### config.mk
export PLATFORM = sky130hd
export DESIGN_NAME = accel_config_intr1_regs
export DESIGN_NICKNAME = d
export VERILOG_FILES = /design/src/design/accel_regs_pkg.sv /design/src/design/accel_config_intr1_regs.sv
export VERILOG_INCLUDE_DIRS = /design/src /design/src/design
export SDC_FILE = /design/constraint.sdc
export NUM_CORES = 1
export LEC_CHECK = 0
export BUFFER_PORTS_ARGS = -buffer_cell sky130_fd_sc_hd__buf_2
export CORE_ASPECT_RATIO = 1.25
export CORE_MARGIN = 4
export CORE_UTILIZATION = 35
export DETAILED_ROUTE_END_ITERATION = 16
export HOLD_SLACK_MARGIN = 0.08
export SYNTH_ARGS = -nofsm -noshare
export SYNTH_HDL_FRONTEND = slang
export SYNTH_SLANG_ARGS = --single-unit
### constraint.sdc
create_clock -name clk_i -period 7.5 [get_ports clk_i]
set_input_delay 1.125 -clock clk_i [delete_from_list [all_inputs] [get_ports clk_i]]
set_output_delay 1.125 -clock clk_i [all_outputs]
set_load 0.03 [all_outputs]
### src/design/accel_regs_cfg.svh
// register offsets, field positions and reset values of the register bank
`ifndef ACCEL_REGS_CFG_SVH
`define ACCEL_REGS_CFG_SVH
`define ADDR_RANGE_CHECK 8'h23
`define ADDR_SLEEP_WAKE 8'h24
`define ADDR_HP_RESET 8'h25
`define ADDR_HP_REF 8'h26
`define ADDR_SAMPLE_FLAGS 8'h27
`define ADDR_X_OUT 8'h29
`define ADDR_Y_OUT 8'h2B
`define ADDR_Z_OUT 8'h2D
`define ADDR_INTR1_CFG 8'h30
`define ADDR_INTR1_SRC 8'h31
`define ADDR_INTR1_LEVEL 8'h32
`define ADDR_INTR1_PERSIST 8'h33
`define RANGE_MSB 5
`define RANGE_LSB 4
`define EXCITE_POL_BIT 3
`define EXCITE_EN_BIT 1
`define SPI_WIRE_BIT 0
`define RANGE_CHECK_MASK 8'h3B
`define SRC_ACTIVE_BIT 6
`define CFG_AOI_BIT 7
`define CFG_6D_BIT 6
`define HP_MODE_REF 2'h1
`define HP_SHIFT_BASE 4'h3
`define REG_RESET 8'h00
`endif

### src/design/accel_regs_pkg.sv
// types shared by the accelerometer register bank
package accel_regs_pkg;
   typedef enum logic [1:0] {CMB_OR, CMB_MOVE, CMB_AND, CMB_POS} comb_mode_t;
   typedef struct packed {
      logic [7:0] ctrl4_r;
      logic [1:0] sleep_r;
      logic [7:0] ref_r;
      logic [7:0] cfg_r;
      logic [6:0] level_r;
      logic [6:0] persist_r;
      logic [2:0][7:0] out_r;
      logic [2:0][7:0] base_r;
      logic [2:0] new_r;
      logic [2:0] ovr_r;
      logic xyz_ovr_r;
      logic [5:0] src_r;
      logic active_r;
      logic [6:0] cnt_r;
      logic [5:0] prev_r;
      logic [7:0] rdata_r;
   } state_t;
endpackage : accel_regs_pkg

### src/design/accel_config_intr1_regs.sv
// accelerometer control, status, output and interrupt 1 register bank
//
// Behaviour
// - range field 00/01/11 selects 2/4/8 g
// - excitation polarity bit: 0 positive, 1 negative
// - excitation only while enable bit is 1
// - wire select bit: 0 four-wire, 1 three-wire
// - two low sleep-wake bits, upper six zero
// - reading filter-reset address clears filter state
// - filter-reset read forces filtered outputs to zero
// - mode 01 filters against stored reference value
// - writable 8-bit reference, resets to zero
// - set-overrun when unread set is overwritten
// - per-axis overrun when unread sample overwritten
// - set-new flag high when all axes new
// - per-axis new flag on each sample
// - outputs are 8-bit two's complement per axis
// - per-axis above and below event enables
// - combiner: OR, movement, AND, position modes
// - active flag on generated event, bit 7 zero
// - source byte reports each enabled axis event
// - source read clears active flag and pin
// - source register ignores host writes
// - 7-bit level, top bit reads zero
// - 7-bit persistence value before recognition
// - latch option holds source until read
// - interrupt source may use filtered data
// - output registers may take filtered data
`include "accel_regs_cfg.svh"

module accel_config_intr1_regs #(
   parameter int DATA_W = 8,
   parameter int LEVEL_W = 7
) (
   // clock and reset
   input wire logic clk_i,
   input wire logic rst_n_i,
   // register port from the serial interface
   input wire logic [7:0] reg_addr_i,
   input wire logic reg_wr_i,
   input wire logic [7:0] reg_wdata_i,
   input wire logic reg_rd_i,
   output logic [7:0] reg_rdata_o,
   // samples from the sensing chain
   input wire logic sample_valid_i,
   input wire logic [DATA_W-1:0] x_raw_i,
   input wire logic [DATA_W-1:0] y_raw_i,
   input wire logic [DATA_W-1:0] z_raw_i,
   // filter and interrupt controls held elsewhere
   input wire logic filtered_out_sel_i,
   input wire logic highpass_for_intr1_i,
   input wire logic highpass_for_intr2_i,
   input wire logic [1:0] highpass_filter_mode_sel_i,
   input wire logic [1:0] hp_cutoff_sel_i,
   input wire logic latch_intr1_req_i,
   // control outputs to the analog front end and serial port
   output logic [1:0] full_range_sel_o,
   output logic check_excite_en_o,
   output logic check_excite_polarity_o,
   output logic spi_wire_select_o,
   output logic [1:0] sleep_wake_sel_o,
   // interrupt 1 pin level, active high
   output logic intr1_o
);
   import accel_regs_pkg::*;

   if (DATA_W != 8 || LEVEL_W != 7)
   begin : g_width_check
      $error("register bank supports only 8-bit data and 7-bit level");
   end

   state_t st_r;
   state_t st_nxt;
   logic [2:0][7:0] raw_w;
   logic [2:0][7:0] filt_w;
   logic [2:0][7:0] base_nxt_w;
   logic [5:0] evt_w;
   logic [5:0] act_w;
   logic [5:0] en_w;
   logic filt_on_w;
   logic ref_mode_w;
   logic six_dir_w;
   logic cond_w;
   logic recog_w;
   logic [3:0] shift_w;
   comb_mode_t mode_w;

   function automatic logic [7:0] sat8(input logic [8:0] v);
      if (v[8] != v[7])
      begin
         return v[8] ? 8'h80 : 8'h7F;
      end
      return v[7:0];
   endfunction

   assign raw_w = {z_raw_i, y_raw_i, x_raw_i};
   // reference mode needs a filter consumer; dc tracking runs on every sample
   assign filt_on_w = filtered_out_sel_i | highpass_for_intr1_i |
                      highpass_for_intr2_i;
   assign ref_mode_w = filt_on_w &&
                       highpass_filter_mode_sel_i == `HP_MODE_REF;
   assign shift_w = `HP_SHIFT_BASE + {2'h0, hp_cutoff_sel_i};
   assign en_w = st_r.cfg_r[5:0];
   assign mode_w = comb_mode_t'({st_r.cfg_r[`CFG_AOI_BIT],
                                 st_r.cfg_r[`CFG_6D_BIT]});
   assign six_dir_w = st_r.cfg_r[`CFG_6D_BIT];

   for (genvar a = 0; a < 3; a++)
   begin : g_axis
      logic [8:0] d_base;
      logic [8:0] d_ref;
      logic [7:0] step;
      logic [7:0] evv;
      logic [7:0] mag;
      logic above;
      logic pos_hi;
      logic pos_lo;
      assign d_base = {raw_w[a][7], raw_w[a]} -
                      {st_r.base_r[a][7], st_r.base_r[a]};
      assign d_ref = {raw_w[a][7], raw_w[a]} - {st_r.ref_r[7], st_r.ref_r};
      assign filt_w[a] = sat8(ref_mode_w ? d_ref : d_base);
      // first-order tracking of the dc level; shift sets the cut-off
      assign step = 8'($signed(sat8(d_base)) >>> shift_w);
      assign base_nxt_w[a] = st_r.base_r[a] + step;
      assign evv = highpass_for_intr1_i ? filt_w[a] : raw_w[a];
      assign mag = evv[7] ? 8'(-evv) : evv;
      assign above = mag > {1'b0, st_r.level_r};
      // six-direction modes need the sign, the others the magnitude
      assign pos_hi = $signed(evv) > $signed({1'b0, st_r.level_r});
      assign pos_lo = $signed({evv[7], evv}) <
                      -$signed({2'h0, st_r.level_r});
      assign evt_w[2*a+1] = six_dir_w ? pos_hi : above;
      assign evt_w[2*a] = six_dir_w ? pos_lo : ~above;
   end

   assign act_w = evt_w & en_w;

   always_comb
   begin
      unique case (mode_w)
         CMB_OR: cond_w = |act_w;
         CMB_AND: cond_w = (|en_w) && (act_w == en_w);
         CMB_MOVE: cond_w = (|act_w) && (act_w != st_r.prev_r);
         CMB_POS: cond_w = |act_w;
      endcase
   end

   // dur 0 fires at once; dur n needs n earlier qualifying samples
   assign recog_w = cond_w && st_r.cnt_r >= st_r.persist_r;

   always_comb
   begin
      logic rd_src;
      logic rd_rst;
      logic [2:0] rd_out;
      rd_src = reg_rd_i && reg_addr_i == `ADDR_INTR1_SRC;
      rd_rst = reg_rd_i && reg_addr_i == `ADDR_HP_RESET;
      rd_out[0] = reg_rd_i && reg_addr_i == `ADDR_X_OUT;
      rd_out[1] = reg_rd_i && reg_addr_i == `ADDR_Y_OUT;
      rd_out[2] = reg_rd_i && reg_addr_i == `ADDR_Z_OUT;
      st_nxt = st_r;

      if (reg_wr_i)
      begin
         case (reg_addr_i)
            `ADDR_RANGE_CHECK:
               st_nxt.ctrl4_r = reg_wdata_i & `RANGE_CHECK_MASK;
            `ADDR_SLEEP_WAKE: st_nxt.sleep_r = reg_wdata_i[1:0];
            `ADDR_HP_REF: st_nxt.ref_r = reg_wdata_i;
            `ADDR_INTR1_CFG: st_nxt.cfg_r = reg_wdata_i;
            `ADDR_INTR1_LEVEL: st_nxt.level_r = reg_wdata_i[6:0];
            `ADDR_INTR1_PERSIST: st_nxt.persist_r = reg_wdata_i[6:0];
            default: ; // source, status and outputs ignore writes
         endcase
      end

      if (reg_rd_i)
      begin
         case (reg_addr_i)
            `ADDR_RANGE_CHECK: st_nxt.rdata_r = st_r.ctrl4_r;
            `ADDR_SLEEP_WAKE: st_nxt.rdata_r = {6'h00, st_r.sleep_r};
            `ADDR_HP_REF: st_nxt.rdata_r = st_r.ref_r;
            `ADDR_SAMPLE_FLAGS:
               st_nxt.rdata_r = {st_r.xyz_ovr_r, st_r.ovr_r[2],
                                 st_r.ovr_r[1], st_r.ovr_r[0],
                                 &st_r.new_r, st_r.new_r[2],
                                 st_r.new_r[1], st_r.new_r[0]};
            `ADDR_X_OUT: st_nxt.rdata_r = st_r.out_r[0];
            `ADDR_Y_OUT: st_nxt.rdata_r = st_r.out_r[1];
            `ADDR_Z_OUT: st_nxt.rdata_r = st_r.out_r[2];
            `ADDR_INTR1_CFG: st_nxt.rdata_r = st_r.cfg_r;
            `ADDR_INTR1_SRC:
               st_nxt.rdata_r = {1'b0, st_r.active_r, st_r.src_r};
            `ADDR_INTR1_LEVEL: st_nxt.rdata_r = {1'b0, st_r.level_r};
            `ADDR_INTR1_PERSIST: st_nxt.rdata_r = {1'b0, st_r.persist_r};
            default: st_nxt.rdata_r = `REG_RESET; // incl. filter reset
         endcase
      end

      // clears first so that a same-cycle sample wins
      for (int a = 0; a < 3; a++)
      begin
         if (rd_out[a])
         begin
            st_nxt.new_r[a] = 1'b0;
            st_nxt.ovr_r[a] = 1'b0;
         end
      end
      if (|rd_out)
      begin
         st_nxt.xyz_ovr_r = 1'b0;
      end
      if (rd_src)
      begin
         st_nxt.active_r = 1'b0;
      end

      if (sample_valid_i)
      begin
         for (int a = 0; a < 3; a++)
         begin
            st_nxt.ovr_r[a] = st_r.ovr_r[a] | st_r.new_r[a];
            st_nxt.new_r[a] = 1'b1;
            st_nxt.out_r[a] = filtered_out_sel_i ? filt_w[a] : raw_w[a];
            st_nxt.base_r[a] = base_nxt_w[a];
         end
         if (&st_r.new_r)
         begin
            st_nxt.xyz_ovr_r = 1'b1;
         end
         st_nxt.cnt_r = cond_w ?
            (&st_r.cnt_r ? st_r.cnt_r : st_r.cnt_r + 7'h01) : 7'h00;
         st_nxt.prev_r = act_w;
         if (latch_intr1_req_i)
         begin
            // held flags refresh only once the host has read them
            if (recog_w && (!st_r.active_r || rd_src))
            begin
               st_nxt.src_r = act_w;
               st_nxt.active_r = 1'b1;
            end
         end
         else
         begin
            st_nxt.src_r = act_w;
            if (recog_w)
            begin
               st_nxt.active_r = 1'b1;
            end
            else if (!rd_src)
            begin
               st_nxt.active_r = 1'b0;
            end
         end
      end

      if (rd_rst)
      begin
         for (int a = 0; a < 3; a++)
         begin
            st_nxt.base_r[a] = raw_w[a];
            if (filtered_out_sel_i)
            begin
               st_nxt.out_r[a] = 8'h00;
            end
         end
      end
   end

   always_ff @(posedge clk_i or negedge rst_n_i)
   begin
      if (!rst_n_i)
      begin
         st_r <= '0;
      end
      else
      begin
         st_r <= st_nxt;
      end
   end

   assign reg_rdata_o = st_r.rdata_r;
   assign full_range_sel_o = st_r.ctrl4_r[`RANGE_MSB:`RANGE_LSB];
   assign check_excite_en_o = st_r.ctrl4_r[`EXCITE_EN_BIT];
   assign check_excite_polarity_o = st_r.ctrl4_r[`EXCITE_POL_BIT];
   assign spi_wire_select_o = st_r.ctrl4_r[`SPI_WIRE_BIT];
   assign sleep_wake_sel_o = st_r.sleep_r;
   assign intr1_o = st_r.active_r;

   wire wr_ctrl4 = reg_wr_i && reg_addr_i == `ADDR_RANGE_CHECK;
endmodule // accel_config_intr1_regs

# Word level (Yosys, flattened, before mapping)
# Index checks and enable logic that the tools add are counted.
[word_totals] reg_bits=120 in_bits=53 out_inout_bits=16 word_cells=179
[classes] n_addsub=15 order_cmp=10 eq_ne=26 shift=3 mux=61 bitwise=9 n_reduce_logical=31
[op_table] op="2-to-1 mux 8 bit" n=30
[op_table] op="equality test 8 x 6 -> 1 bit (second input constant)" n=12
[op_table] op="one-hot mux 8 bit (11 select lines)" n=1
[op_table] op="2-to-1 mux 75 bit" n=1
[op_table] op="subtractor 8 x 8 -> 9 bit" n=6
[op_table] op="2-to-1 mux 48 bit" n=1
[op_table] op="2-to-1 mux 7 bit" n=4
[op_table] op="less-than comparator 8 x 9 -> 1 bit" n=3
[op_table] op="2-to-1 mux 9 bit" n=3
[op_table] op="adder 8 bit" n=3
[op_table] op="> comparator 8 x 7 -> 1 bit" n=3
[op_table] op="> comparator 8 bit" n=3
[op_table] op="negator 8 bit" n=3
[op_table] op=">>> shifter 8 x 3 -> 8 bit" n=3
[op_table] op="2-to-1 mux 1 bit" n=20
[op_table] op="AND reduction 2 bit" n=8
[op_table] op="OR reduction 6 bit" n=2
[op_table] op="logical AND 1 bit" n=10
[op_table] op="negator 7 -> 9 bit" n=1
[op_table] op="nonzero test 2 bit" n=4
[op_table] op="adder 7 x 1 -> 7 bit (second input constant)" n=1
[op_table] op="greater-or-equal comparator 7 bit" n=1
[op_table] op="AND reduction 7 bit" n=1
[op_table] op="bitwise AND 6 bit" n=1
[op_table] op="other kinds (17)" n=30

# Logic depth before layout (Yosys ltp)
# Gate-level depths: netlist (run 1).
[logic_depth] word_depth=24 ltp_mapped=35 ltp_nobuf=33

# Least setup slack after synthesis (run 1)
# OpenSTA, ideal clock, no wires.
[synth_path] path_type="input port to flip-flop" from="input port x_raw_i[2]" to="register st_r[23] (netlist name)" arrival_ns=7.320 slack_ns=0.055 path_stages=30 n_path_buf=2 cell_sequence="ha_1 -> or2_2 -> o311a_1 -> o31a_1 -> o21ai_0 -> nand2b_1 -> xnor2_1 -> o21ai_0 -> ha_1 -> clkbuf_1 -> nand2_1 -> o21a_1 -> mux2_2 -> inv_1 -> ha_1 -> mux2_2 -> ha_1 -> nor2b_1 -> o21a_1 -> o21a_1 -> o21ai_0 -> a21o_1 -> o31ai_1 -> a21o_1 -> a2111o_1 -> nor3_1 -> o41a_1 -> a211o_1 -> buf_4 -> mux2_4"
[synth_between] elab_chain_len=19 word_cells_on_any_way=30 cone_classes="add/sub: 3; order compare: 3; eq/ne: 4; mux: 12; bitwise: 2; reduce/logical: 6"
[synth_lines] element="start, declared" line_no="accel_config_intr1_regs.sv:46" text="input wire logic [DATA_W-1:0] x_raw_i,"
[synth_lines] element="subtractor 8 x 8 -> 9 bit, on equally long branches" line_no="accel_config_intr1_regs.sv:118, accel_config_intr1_regs.sv:120"
[synth_lines] element="2-to-1 mux 9 bit" line_no="accel_config_intr1_regs.sv:121" text="assign filt_w[a] = sat8(ref_mode_w ? d_ref : d_base);"
[synth_lines] element="2-to-1 mux 8 bit or inequality test 1 bit (tied branches)" line_no="accel_config_intr1_regs.sv:91, accel_config_intr1_regs.sv:89"
[synth_lines] element="2-to-1 mux 8 bit or 2-to-1 mux 1 bit (tied branches)" line_no="accel_config_intr1_regs.sv:89" text="if (v[8] != v[7])"
[synth_lines] element="2-to-1 mux 8 bit" line_no="accel_config_intr1_regs.sv:93" text="return v[7:0];"
[synth_lines] element="2-to-1 mux 8 bit (*)" line_no="accel_config_intr1_regs.sv:125" text="assign evv = highpass_for_intr1_i ? filt_w[a] : raw_w[a];"
[synth_lines] element="negator 8 bit" line_no="accel_config_intr1_regs.sv:126" text="assign mag = evv[7] ? 8'(-evv) : evv;"
[synth_lines] element="2-to-1 mux 8 bit" line_no="accel_config_intr1_regs.sv:126"
[synth_lines] element="(+3 left out)"
[synth_lines] element="bitwise AND 6 bit (*)" line_no="accel_config_intr1_regs.sv:136" text="assign act_w = evt_w & en_w;"
[synth_lines] element="inequality test 6 bit (tied with other cells)" line_no="accel_config_intr1_regs.sv:143" text="CMB_MOVE: cond_w = (|act_w) && (act_w != st_r.prev_r);"
[synth_lines] element="logical AND 1 bit, on equally long branches" line_no="accel_config_intr1_regs.sv:143, accel_config_intr1_regs.sv:142"
[synth_lines] element="one-hot mux 1 bit (3 select lines)" line_no="accel_config_intr1_regs.sv:140" text="unique case (mode_w)"
[synth_lines] element="logical AND 1 bit" line_no="accel_config_intr1_regs.sv:149" text="assign recog_w = cond_w && st_r.cnt_r >= st_r.persist_r;"
[synth_lines] element="logical AND 1 bit" line_no="accel_config_intr1_regs.sv:237" text="if (recog_w && (!st_r.active_r || rd_src))"
[synth_lines] element="inequality test 2 x 1 -> 1 bit (no line)"
[synth_lines] element="AND reduction 2 bit (no line)"
[synth_lines] element="end signal, assigned" line_no="accel_config_intr1_regs.sv:278" text="st_r <= st_nxt;"
[synth_lines] element="end, declared" line_no="accel_config_intr1_regs.sv:72" text="state_t st_r;"
# Mark *: on every way between the ends. The rest lies on a longest branch, timed or not. The select of a mux whose other input is x is not followed.
# A chain may end at the register's enable or synchronous reset.

# Worst setup path after layout (run 1)
[layout_path] from="input port x_raw_i[1]" to="register st_r[26] (netlist name)"
[layout_between] elab_chain_len=19 word_cells_on_any_way=28 cone_classes="add/sub: 3; order compare: 3; eq/ne: 4; mux: 10; bitwise: 2; reduce/logical: 6"
[layout_lines] element="subtractor 8 x 8 -> 9 bit, on equally long branches" line_no="accel_config_intr1_regs.sv:118, accel_config_intr1_regs.sv:120"
[layout_lines] element="2-to-1 mux 9 bit" line_no="accel_config_intr1_regs.sv:121"
[layout_lines] element="2-to-1 mux 8 bit or inequality test 1 bit (tied branches)" line_no="accel_config_intr1_regs.sv:91, accel_config_intr1_regs.sv:89"
[layout_lines] element="2-to-1 mux 8 bit or 2-to-1 mux 1 bit (tied branches)" line_no="accel_config_intr1_regs.sv:89"
[layout_lines] element="2-to-1 mux 8 bit" line_no="accel_config_intr1_regs.sv:93"
[layout_lines] element="2-to-1 mux 8 bit (*)" line_no="accel_config_intr1_regs.sv:125"
[layout_lines] element="negator 8 bit" line_no="accel_config_intr1_regs.sv:126"
[layout_lines] element="2-to-1 mux 8 bit" line_no="accel_config_intr1_regs.sv:126"
[layout_lines] element="(+3 left out)"
[layout_lines] element="bitwise AND 6 bit (*)" line_no="accel_config_intr1_regs.sv:136"
[layout_lines] element="inequality test 6 bit (tied with other cells)" line_no="accel_config_intr1_regs.sv:143"
[layout_lines] element="logical AND 1 bit, on equally long branches" line_no="accel_config_intr1_regs.sv:143, accel_config_intr1_regs.sv:142"
[layout_lines] element="one-hot mux 1 bit (3 select lines) (*)" line_no="accel_config_intr1_regs.sv:140"
[layout_lines] element="logical AND 1 bit (*)" line_no="accel_config_intr1_regs.sv:149"
[layout_lines] element="logical AND 1 bit (*)" line_no="accel_config_intr1_regs.sv:237"
[layout_lines] element="inequality test 2 x 1 -> 1 bit (no line) (*)"
[layout_lines] element="AND reduction 2 bit (no line) (*)"
# Marks and branches as above.

==> flow_summary.toml, run 1 <==
[outcome]
status = "finished, final reports clean"

[yosys]
synth_compound_area_share_pct = 24.7
yosys.area.top_type_share_pct = 22.8
syn_area_mm2 = 0.0132
synth_seq_cells = 120
yosys.area.top_type = "dfrtp_1"
synthTopCellsByArea = "dfrtp_1, ha_1, o21ai_0, mux2_2, a21oi_1"
syn_inst = 1600
synth.avg_cell_area_um2 = 8.25
postSynth.asyncResetShare_pct = 100
xor_xnor_share_of_the_synthesized_area_pct = 4.25
synth.yosys.seq_area_share_pct = 22.8
synth.distinct_cells = 81
synth_top_flop_cell = "dfrtp_1"
post_synth_and_or_nand_nor_area_fraction_pct = 16.3
synth_enable_flop_cells = 0
synthesis.yosys.warnings = 0
yosys.area_share.adder_pct = 16.1
synthesis.nets = 1817
post_synth_mux_area_share_pct = 9.93
synth_top_family_by_area = "compound AO/OA/AOI/OAI gates"

[timing]
setup_slack_ns = 0.445
report.final.slew_viol_count = 0
final-hold-violation-count = 0
maxClockFrequency_mhz = 142
rsz0062_at_grt = "false"
worst_hold_slack_ns = 0.486
slew_headroom_pct = 28.4
timing.final.crit_period_ns = 7.05
transition_time_at_the_pin_with_the_least_slew_margin_ns = 1.07
setup_viol_count_final = 0
setup-tns-final_ns = 0
clock-skew-final_ns = 0.0131
layout_worst_path_cycle_share_pct = 94.1

[cells_and_area]
fin_util_pct = 39.8
finalNetCount = 1877
n_fill_cell = 3756
syn_to_final_growth_pct = 12.5
finalNonFillerCells = 2160
drive_gt1_share_pct = 14.6
finished_cell_area_mm2 = 0.0148

[routing]
ant_nets = 0
routed_via_density = 5.75
routedWlPerCell_um = 20.3
detail_route.drc_violations = 0
wl_um = 43800
vias = 12400
initialDrtViolationCount = 968
drt_pass_1_iters = 7

[floorplanning]
io_pins = 69
die_h_um = 225
floorplan.die_area_mm2 = 0.0409
floorplan.initialDensity_pct = 35.4
die_w_um = 182
placementRows = 79
core_area_mm2 = 0.0373

[clock_tree]
clk_latency_ns = 0.44
cts_htree_levels = 4
cts_root_buffer = "clkbuf_16"
worst_setup_hold_path_clk_slew_ns = 0.06
total_number_of_clock_tree_sinks = 120
clock_path_buffers = 2
tritoncts = "built"
num_cts_buffers = 17

[pwr]
leakage_nw = 6.59
total_power_mw = 7.46
vdd_ir_drop_max_mv = 0.204
powerDensity_mw_per_mm2 = 503

[grt]
grt_pass1_vias = 12200
grt_overflow = 0
global_route_wire_length_before_repair_um = 67800
grtUsageTotal_pct = 20.9
antenna_found_initial = 0
grt_start_max_net_pins = 70

[place]
numPlacedInstances = 2126
detailed_place.area_mm2 = 0.0142
hpwl_um = 33900
place_congestion = 0.914
dpl_worst_slack_ns = -0.0289
io_buffers = 68

[critical_path]
timing.critical_path.arrival_ns = 7.37
crit_path_max_incr_delay_ns = 0.45
setup.worst_path.end_class = "register"
setup.worst_path.start_class = "input pin"
crit_fanout = 8
timing.critical_path.slowest_stage_cell = "ha_1"
cp_data_required_time_ns = 7.82
crit_type = "input pin to register"

[hold_path]
min-delay-path-class = "register to register"

[run]
max_capacitance_violation_count = 0
[per-layer routing]
metal	GRT usage, %	up-vias	wire length [um]
met1	25.8	6010	18800
met2	35.8	315	21200
met3	2.26	107	1330
met5	0	-	0
li1	-	5979	-
met4	11.0	0	2530
[final cells by class]
type / count / area (um^2) / share of cell area (%)
diodes: 1 / 2.50 / 0.0169
clock buffers: 18 / 429 / 2.89
clock inverters: 14 / 211 / 1.42
inverters: 114 / 428 / 2.88
multi-input cells: 1286 / 9420 / 63.4
flip-flops and latches: 120 / 3000 / 20.2
well taps: 486 / 608 / 4.10
repair buffers: 121 / 744 / 5.02
[worst max-delay path: cells and delay by family]
family | cells | cell delay (ns)
multiplexers | 2 | 0.60
buffers and inverters | 4 | 0.57
AND/OR/NAND/NOR | 8 | 0.82
AO/OA/AOI/OAI | 11 | 3.09
XOR/XNOR | 1 | 0.09
adder cells (fa/ha/maj) | 3 | 1.05
[synthesized netlist by cell type (all sizes together) (6+ instances only)]
library cell    n
and3            8
buf            25
inv           112
ha            155
a31oi          16
a22oi          10
o31a           10
nor3           34
a211oi         14
o22ai           9
a2111oi         7
o21ai         146
a221oi         11
nor2          134
nor2b          26
nand2         124
or3            11
mux2i          45
dfrtp         120
and2           12
mux4            9
xor2           19
xnor2          45
nor4            6
clkbuf         55
mux2           57
fa              9
nand4          12
o211ai         16
o21a           30
o21bai          7
o31ai          15
a21o           27
nand3          23
a21oi         109
a211o           6
or2             8
nand2b         28
[kinds of logic after synthesis]
logic type / after synthesis
buffers and inverters: 194
flip-flops: 120
AO/OA/AOI/OAI: 497
AND/OR/NAND/NOR: 449
adder cells (fa/ha/maj): 165
multiplexers: 111
XOR/XNOR: 64
[worst paths after layout]
| check | startpoint | end | slack [ns] | cells after the start |
|---|---|---|---|---|
| min in group asynchronous | rst_n_i | st_r[37]$_DFFE_PN0P_ | 0.72 | 1 |
| max reg2reg | st_r[106]$_DFFE_PN0P_ | st_r[26]$_DFFE_PN0P_ | 0.58 | 28 |
| max | x_raw_i[1] | st_r[26]$_DFFE_PN0P_ | 0.45 | 29 |
| min | st_r[28]$_DFF_PN0_ | st_r[28]$_DFF_PN0_ | 0.49 | 2 |
| max in group asynchronous | rst_n_i | st_r[73]$_DFF_PN0_ | 5.60 | 2 |
| min reg2reg | st_r[28]$_DFF_PN0_ | st_r[28]$_DFF_PN0_ | 0.49 | 2 |
[power by group]
part / switching, mW / internal (mW) / total, mW
Clock: 0.371 / 0.567 / 0.938
Sequential: 0.153 / 0.839 / 0.991
Combinational: 3.14 / 2.39 / 5.54
[cells in the final DEF (no fill, tap or decap), types with 9 or more instances in the layout]
master and n:
mux2i_1 45, buf_4 53, nand3_1 23, nand4_1 12, inv_1 112, mux2_2 53, xor2_1 19, nor2b_1 26
a31oi_1 15, clkbuf_16 17, a21oi_1 108, ha_1 155, a221oi_1 11, nor3_1 34, a21o_1 27, or3_1 10
mux4_2 9, dfrtp_1 120, nand2_1 123, o21a_1 30, fa_1 9, o211ai_1 16, o22ai_1 9, nor2_1 134
a211oi_1 12, o31a_1 10, buf_2 67, xnor2_1 45, and2_1 12, nand2b_1 28, o21ai_0 145, o31ai_1 15
a22oi_1 10
[state kept, by name, indices dropped and copies added (netlist names)]
register                 cells
check_excite_en_o            1
spi_wire_select_o            1
reg_rdata_o                  8
st_r                        96
en_w                         6
full_range_sel_o             2
mode_w                       2
check_excite_polarity_o      1
intr1_o                      1
sleep_wake_sel_o             2
[timing repair]
item / in CTS / in global routing
endpoints found under the setup margin: 0 / 8
hold buffers: 0 / 0
gates resized for setup: 0 / 3
buffers inserted: 0 / 1
(Power assumes the default switching activity.)
==> run 2, diff against run 1 <==
--- a/config.mk
+++ b/config.mk
@@ -6,12 +6,14 @@
 export SDC_FILE = /design/constraint.sdc
 export NUM_CORES = 1
 export LEC_CHECK = 0
-export BUFFER_PORTS_ARGS = -buffer_cell sky130_fd_sc_hd__buf_2
+export ABC_AREA = 1
+export BUFFER_PORTS_ARGS = -buffer_cell sky130_fd_sc_hd__buf_4
 export CORE_ASPECT_RATIO = 1.25
 export CORE_MARGIN = 4
-export CORE_UTILIZATION = 35
+export CORE_UTILIZATION = 64
 export DETAILED_ROUTE_END_ITERATION = 16
 export HOLD_SLACK_MARGIN = 0.08
+export PLACE_DENSITY = 0.83
 export SYNTH_ARGS = -nofsm -noshare
 export SYNTH_HDL_FRONTEND = slang
 export SYNTH_SLANG_ARGS = --single-unit
==> flow_summary.toml, run 2 <==
[outcome]
status = "finished, final reports clean"

[routing]
routed_via_density = 6.07
vias = 13400
drt_pass_1_iters = 7
ant_nets = 0
initialDrtViolationCount = 1238
routedWlPerCell_um = 18.0
detail_route.drc_violations = 0
wl_um = 39700

[place]
io_buffers = 68
detailed_place.area_mm2 = 0.0135
dpl_worst_slack_ns = 0.399
place_congestion = 0.989
numPlacedInstances = 2172
hpwl_um = 31500

[timing]
maxClockFrequency_mhz = 148
final-hold-violation-count = 0
setup_slack_ns = 0.723
worst_hold_slack_ns = 0.486
slew_headroom_pct = 45.6
layout_worst_path_cycle_share_pct = 90.4
setup-tns-final_ns = 0
clock-skew-final_ns = 0.0170
setup_viol_count_final = 0
timing.final.crit_period_ns = 6.78
report.final.slew_viol_count = 0
transition_time_at_the_pin_with_the_least_slew_margin_ns = 0.816
rsz0062_at_grt = "false"

[yosys]
synth.avg_cell_area_um2 = 6.80
synth_top_flop_cell = "dfrtp_1"
syn_area_mm2 = 0.0128
postSynth.asyncResetShare_pct = 100
syn_inst = 1888
synth.most_common_cell = "nand2_1"
yosys.area.top_type_share_pct = 23.4
synth_commonest_cells = "nand2_1, inv_1, ha_1, o21ai_0, nand3_1"
synth.yosys.seq_area_share_pct = 23.4
synthTopCellsByArea = "dfrtp_1, ha_1, nand2_1, inv_1, o21ai_0"
synthesis.yosys.warnings = 0
synth_seq_cells = 120
synthesis.nets = 2105
synth.distinct_cells = 50
synth_enable_flop_cells = 0
yosys.area.top_type = "dfrtp_1"

[pwr]
leakage_nw = 7.22
powerDensity_mw_per_mm2 = 430
total_power_mw = 6.03
vdd_ir_drop_max_mv = 0.332

[cells_and_area]
finalNetCount = 2143
drive_gt1_share_pct = 8.20
layout_commonest_cell = "nand2_1"
finalNonFillerCells = 2204
n_fill_cell = 1744
syn_to_final_growth_pct = 9.37
finished_cell_area_mm2 = 0.0140
largest-register = "st_r"
mostFrequentLayoutCells = "nand2_1, inv_1, ha_1"
largest_register_ffs = 96
fin_util_pct = 71.6
antennaDiodeCount = 0

[critical_path]
setup.worst_path.end_class = "register"
crit_fanout = 6
setup.worst_path.start_class = "input pin"
cp_data_required_time_ns = 7.81
timing.critical_path.arrival_ns = 7.09
timing.critical_path.slowest_stage_cell = "ha_1"
cpLargestDelayFamily = "simple AND/OR/NAND/NOR gates"
crit_type = "input pin to register"
critical_path_buf_inv_count = 8
crit_top_cell = "nand2_1"
crit_path_max_incr_delay_ns = 0.40

[floorplanning]
floorplan.die_area_mm2 = 0.0224
die_h_um = 166
floorplan.initialDensity_pct = 65.4
core_area_mm2 = 0.0196
io_pins = 69
die_w_um = 135
placementRows = 57

[grt]
grt_start_max_net_pins = 64
grtUsageTotal_pct = 35.3
grt_pass1_vias = 12900
global_route_wire_length_before_repair_um = 64000
antenna_found_initial = 1
grt_overflow = 0

[clock_tree]
post_cts_resize_count = 0
worst_setup_hold_path_clk_slew_ns = 0.07
clock_path_buffers = 2
total_number_of_clock_tree_sinks = 120
post_cts_setup_driven_buffer_insertion_count = 0
cts_root_buffer = "clkbuf_16"
cts_htree_levels = 4
clk_latency_ns = 0.43
tritoncts = "built"
num_cts_buffers = 17
cts_hold_buf = 0

[hold_path]
min-delay-path-class = "register to register"

[run]
max_capacitance_violation_count = 0
==> run 2: cell types whose count changed after synthesis, sizes merged, moves of 18 or more <==
cell | before | now
nand2 | 124 | 480
mux2 | 57 | 0
nand3 | 23 | 153
inv | 112 | 276
nor2 | 134 | 105
nor3 | 34 | 16
a21o | 27 | 8
clkbuf | 55 | 36
nor2b | 26 | 0
nand2b | 28 | 0
xnor2 | 45 | 17
mux2i | 45 | 0
o21a | 30 | 6
==> run 2: metal layers <==
metal,up-vias,track usage (%),part of all wire (%)
met5,-,0,0
met4,0,20.9,6.4
met3,153,4.97,6.3
met2,621,61.6,49
met1,6202,40.8,38
li1,6412,-,-
==> run 2: layout make-up <==
type                    count  area (um^2)  share of cell area, %
well taps                 265          332                   2.36
flip-flops and latches    120         3000                   21.4
clock buffers              17          425                   3.03
inverters                 279         1050                   7.50
repair buffers             76          571                   4.07
multi-input cells        1432         8500                   60.6
clock inverters            15          150                   1.07
==> run 2: path summary, 6_finish.rpt <==
kind / slack (ns) / end / start / cells after the start
setup / recovery: 0.72 / st_r[15]$_DFFE_PN0P_ / y_raw_i[2] / 47
hold / removal: 0.49 / reg_rdata_o[4]$_DFFE_PN0P_ / reg_rdata_o[4]$_DFFE_PN0P_ / 2
setup reg to reg: 1.01 / st_r[26]$_DFFE_PN0P_ / st_r[107]$_DFFE_PN0P_ / 41
hold reg to reg: 0.49 / reg_rdata_o[4]$_DFFE_PN0P_ / reg_rdata_o[4]$_DFFE_PN0P_ / 2
max in group asynchronous: 5.41 / st_r[81]$_DFF_PN0_ / rst_n_i / 2
min in group asynchronous: 0.75 / st_r[19]$_DFFE_PN0P_ / rst_n_i / 1
==> run 2: worst reg2reg max path, delay by kind of cell, from the launching register on <==
family,cells,cell delay (ns)
AND/OR/NAND/NOR,19,1.98
AO/OA/AOI/OAI,10,1.79
adder cells (fa/ha/maj),4,1.21
buffers and inverters,6,0.64
flip-flops,1,0.38
XOR/XNOR,2,0.35
==> run 2: cells by family after synthesis <==
logic type	count (synthesis)	share of synthesized area, %
adders and majority gates	164	16.5
buffers and inverters	336	10.4
DFF	120	23.4
xor gates and xnor gates	47	3.21
and+or+nand+nor	811	27.7
AOI/OAI and AO/OA	410	18.8
==> run 2: report_power, final <==
part	leakage [nW]	internal [mW]	switching [mW]
Sequential	1.52	0.804	0.114
Clock	0.275	0.443	0.369
Combinational	5.42	1.62	2.68
==> run 3, diff against run 2 <==
--- a/config.mk
+++ b/config.mk
@@ -6,7 +6,6 @@
 export SDC_FILE = /design/constraint.sdc
 export NUM_CORES = 1
 export LEC_CHECK = 0
-export ABC_AREA = 1
 export BUFFER_PORTS_ARGS = -buffer_cell sky130_fd_sc_hd__buf_4
 export CORE_ASPECT_RATIO = 1.25
 export CORE_MARGIN = 4
==> flow_summary.toml, run 3 (synthesized netlist as in run 1, its figures left out) <==
[clock_tree]
total_number_of_clock_tree_sinks = 120
cts_htree_levels = 4
tritoncts = "built"
clk_latency_ns = 0.43
cts_root_buffer = "clkbuf_16"
num_cts_buffers = 17
clock_path_buffers = 2
worst_setup_hold_path_clk_slew_ns = 0.06

[floorplanning]
placementRows = 58
io_pins = 69
die_h_um = 169
floorplan.die_area_mm2 = 0.0230
core_area_mm2 = 0.0202
die_w_um = 136
floorplan.initialDensity_pct = 65.4

[grt]
grt_pass1_vias = 12500
global_route_wire_length_before_repair_um = 65200
antenna_found_initial = 0
grtUsageTotal_pct = 35.9
grt_overflow = 0
grt_start_max_net_pins = 69

[timing]
rsz0062_at_grt = "false"
report.final.slew_viol_count = 0
layout_worst_path_cycle_share_pct = 95.7
slew_headroom_pct = 29.3
clock-skew-final_ns = 0.0139
transition_time_at_the_pin_with_the_least_slew_margin_ns = 1.06
final-hold-violation-count = 0
maxClockFrequency_mhz = 139
timing.final.crit_period_ns = 7.18
setup_viol_count_final = 0

[cells_and_area]
syn_to_final_growth_pct = 9.98
layout_commonest_cell = "ha_1"
finalNetCount = 1858
multi_input_logic_area_mm2 = 0.00942
seq_area_mm2 = 0.00300
drive_gt1_share_pct = 13.6
largest_register_ffs = 96
finished_cell_area_mm2 = 0.0145
n_fill_cell = 1649
largest-register = "st_r"
mostFrequentLayoutCells = "ha_1, o21ai_0, nor2_1"
antennaDiodeCount = 0

[pwr]
total_power_mw = 7.26
powerDensity_mw_per_mm2 = 501
vdd_ir_drop_max_mv = 0.322
leakage_nw = 6.51

[place]
io_buffers = 68
hpwl_um = 31100
detailed_place.area_mm2 = 0.0139
place_congestion = 0.974

[critical_path]
worst-r2r-setup-slack_ns = 0.49
critical_path.startpoint = "z_raw_i[0]"
crit_fanout = 6
crit_path_max_incr_delay_ns = 0.44
setup.worst_path.start_class = "input pin"
r2r.worst_path.cells = 28
timing.critical_path.slowest_stage_cell = "a211o_2"
worst_r2r_startpoint = "st_r[106]$_DFFE_PN0P_"
setup.worst_path.end_class = "register"
timing.critical_path.to = "st_r[24]$_DFFE_PN0P_"
crit_type = "input pin to register"
timing.critical_path.arrival_ns = 7.49
cp_data_required_time_ns = 7.81
crit-reg2reg-capture = "st_r[24]$_DFFE_PN0P_"

[routing]
ant_nets = 0
routed_via_density = 6.60
wl_um = 40900
drt_pass_1_iters = 6
routedWlPerCell_um = 21.3
detail_route.drc_violations = 0
initialDrtViolationCount = 1078
vias = 12700

[outcome]
status = "finished, final reports clean"

[hold_path]
min-delay-path-class = "register to register"

[run]
max_capacitance_violation_count = 0
run 3: cell types whose count changed in the layout (fill, tap and decap cells not counted), moves of 26 or more:
cell      change
nand3_1     -118
nor2b_1      +26
nand2b_1     +28
mux2i_1      +45
inv_1       -162
mux2_2       +53
nand2_1     -339
xnor2_1      +28
buf_4        +26
nor2_1       +31
run 3: power by group:
group / leakage [nW] / switching, mW / total, mW / internal [mW]
Clock: 0.273 / 0.351 / 0.817 / 0.466
Sequential: 1.46 / 0.154 / 0.993 / 0.839
Combinational: 4.78 / 3.09 / 5.45 / 2.37
run 3: worst max-delay path: cells and delay by family:
family	cells	cell delay, ns
xor+xnor	1	0.16
simple gates	4	0.59
compound gates	13	3.20
buf+inv	5	0.49
fa+ha+maj	5	1.31
mux	2	0.61
run 3: repair_timing:
action,in CTS,in global routing
setup endpoints to repair,0,12
hold buffers,0,0
resized for setup,0,4
setup buffers,0,0
run 3: worst min path at each step:
stage,end,cells past startpoint,slack (ns),start
finish,st_r[28]$_DFF_PN0_,2,0.48,st_r[28]$_DFF_PN0_
global route,st_r[28]$_DFF_PN0_,2,0.49,st_r[28]$_DFF_PN0_
CTS,st_r[28]$_DFF_PN0_,2,0.48,st_r[28]$_DFF_PN0_
detailed placement,st_r[28]$_DFF_PN0_,2,0.46,st_r[28]$_DFF_PN0_
global placement,st_r[28]$_DFF_PN0_,2,0.46,st_r[28]$_DFF_PN0_
floorplan,st_r[28]$_DFF_PN0_,2,0.44,st_r[28]$_DFF_PN0_
run 3: layer usage:
| metal | vias to the layer above | share of wire [%] | track usage (%) |
|---|---|---|---|
| met1 | 5968 | 39 | 44.2 |
| met5 | - | 0 | 0 |
| li1 | 5922 | - | - |
| met4 | 0 | 7.1 | 22.3 |
| met2 | 634 | 48 | 59.5 |
| met3 | 168 | 6.8 | 4.31 |
run 3: final cells by class:
cell class	instances	share of cell area [%]
Tap cell	270	2.33
Timing Repair Buffer	102	5.28
Clock inverter	13	0.836
Inverter	114	2.95
Clock buffer	18	3.03
Sequential cell	120	20.7
Multi-Input combinational cell	1286	64.9
run 3: per-stage QoR:
step	cells	setup TNS (ns)	utilization, %	hold WS [ns]	setup slack (ns)
3_5_place_dp	1892	-0.283	69.1	0.461	-0.0755
3_3_place_gp	1892	0	69.1	0.456	0.0713
6_report	1923	0	71.9	0.477	0.323
4_1_cts	1923	0	71.9	0.477	0.308
2_1_floorplan	1600	0	-	0.439	0.0553
5_1_grt	1923	0	71.9	0.491	0.0103
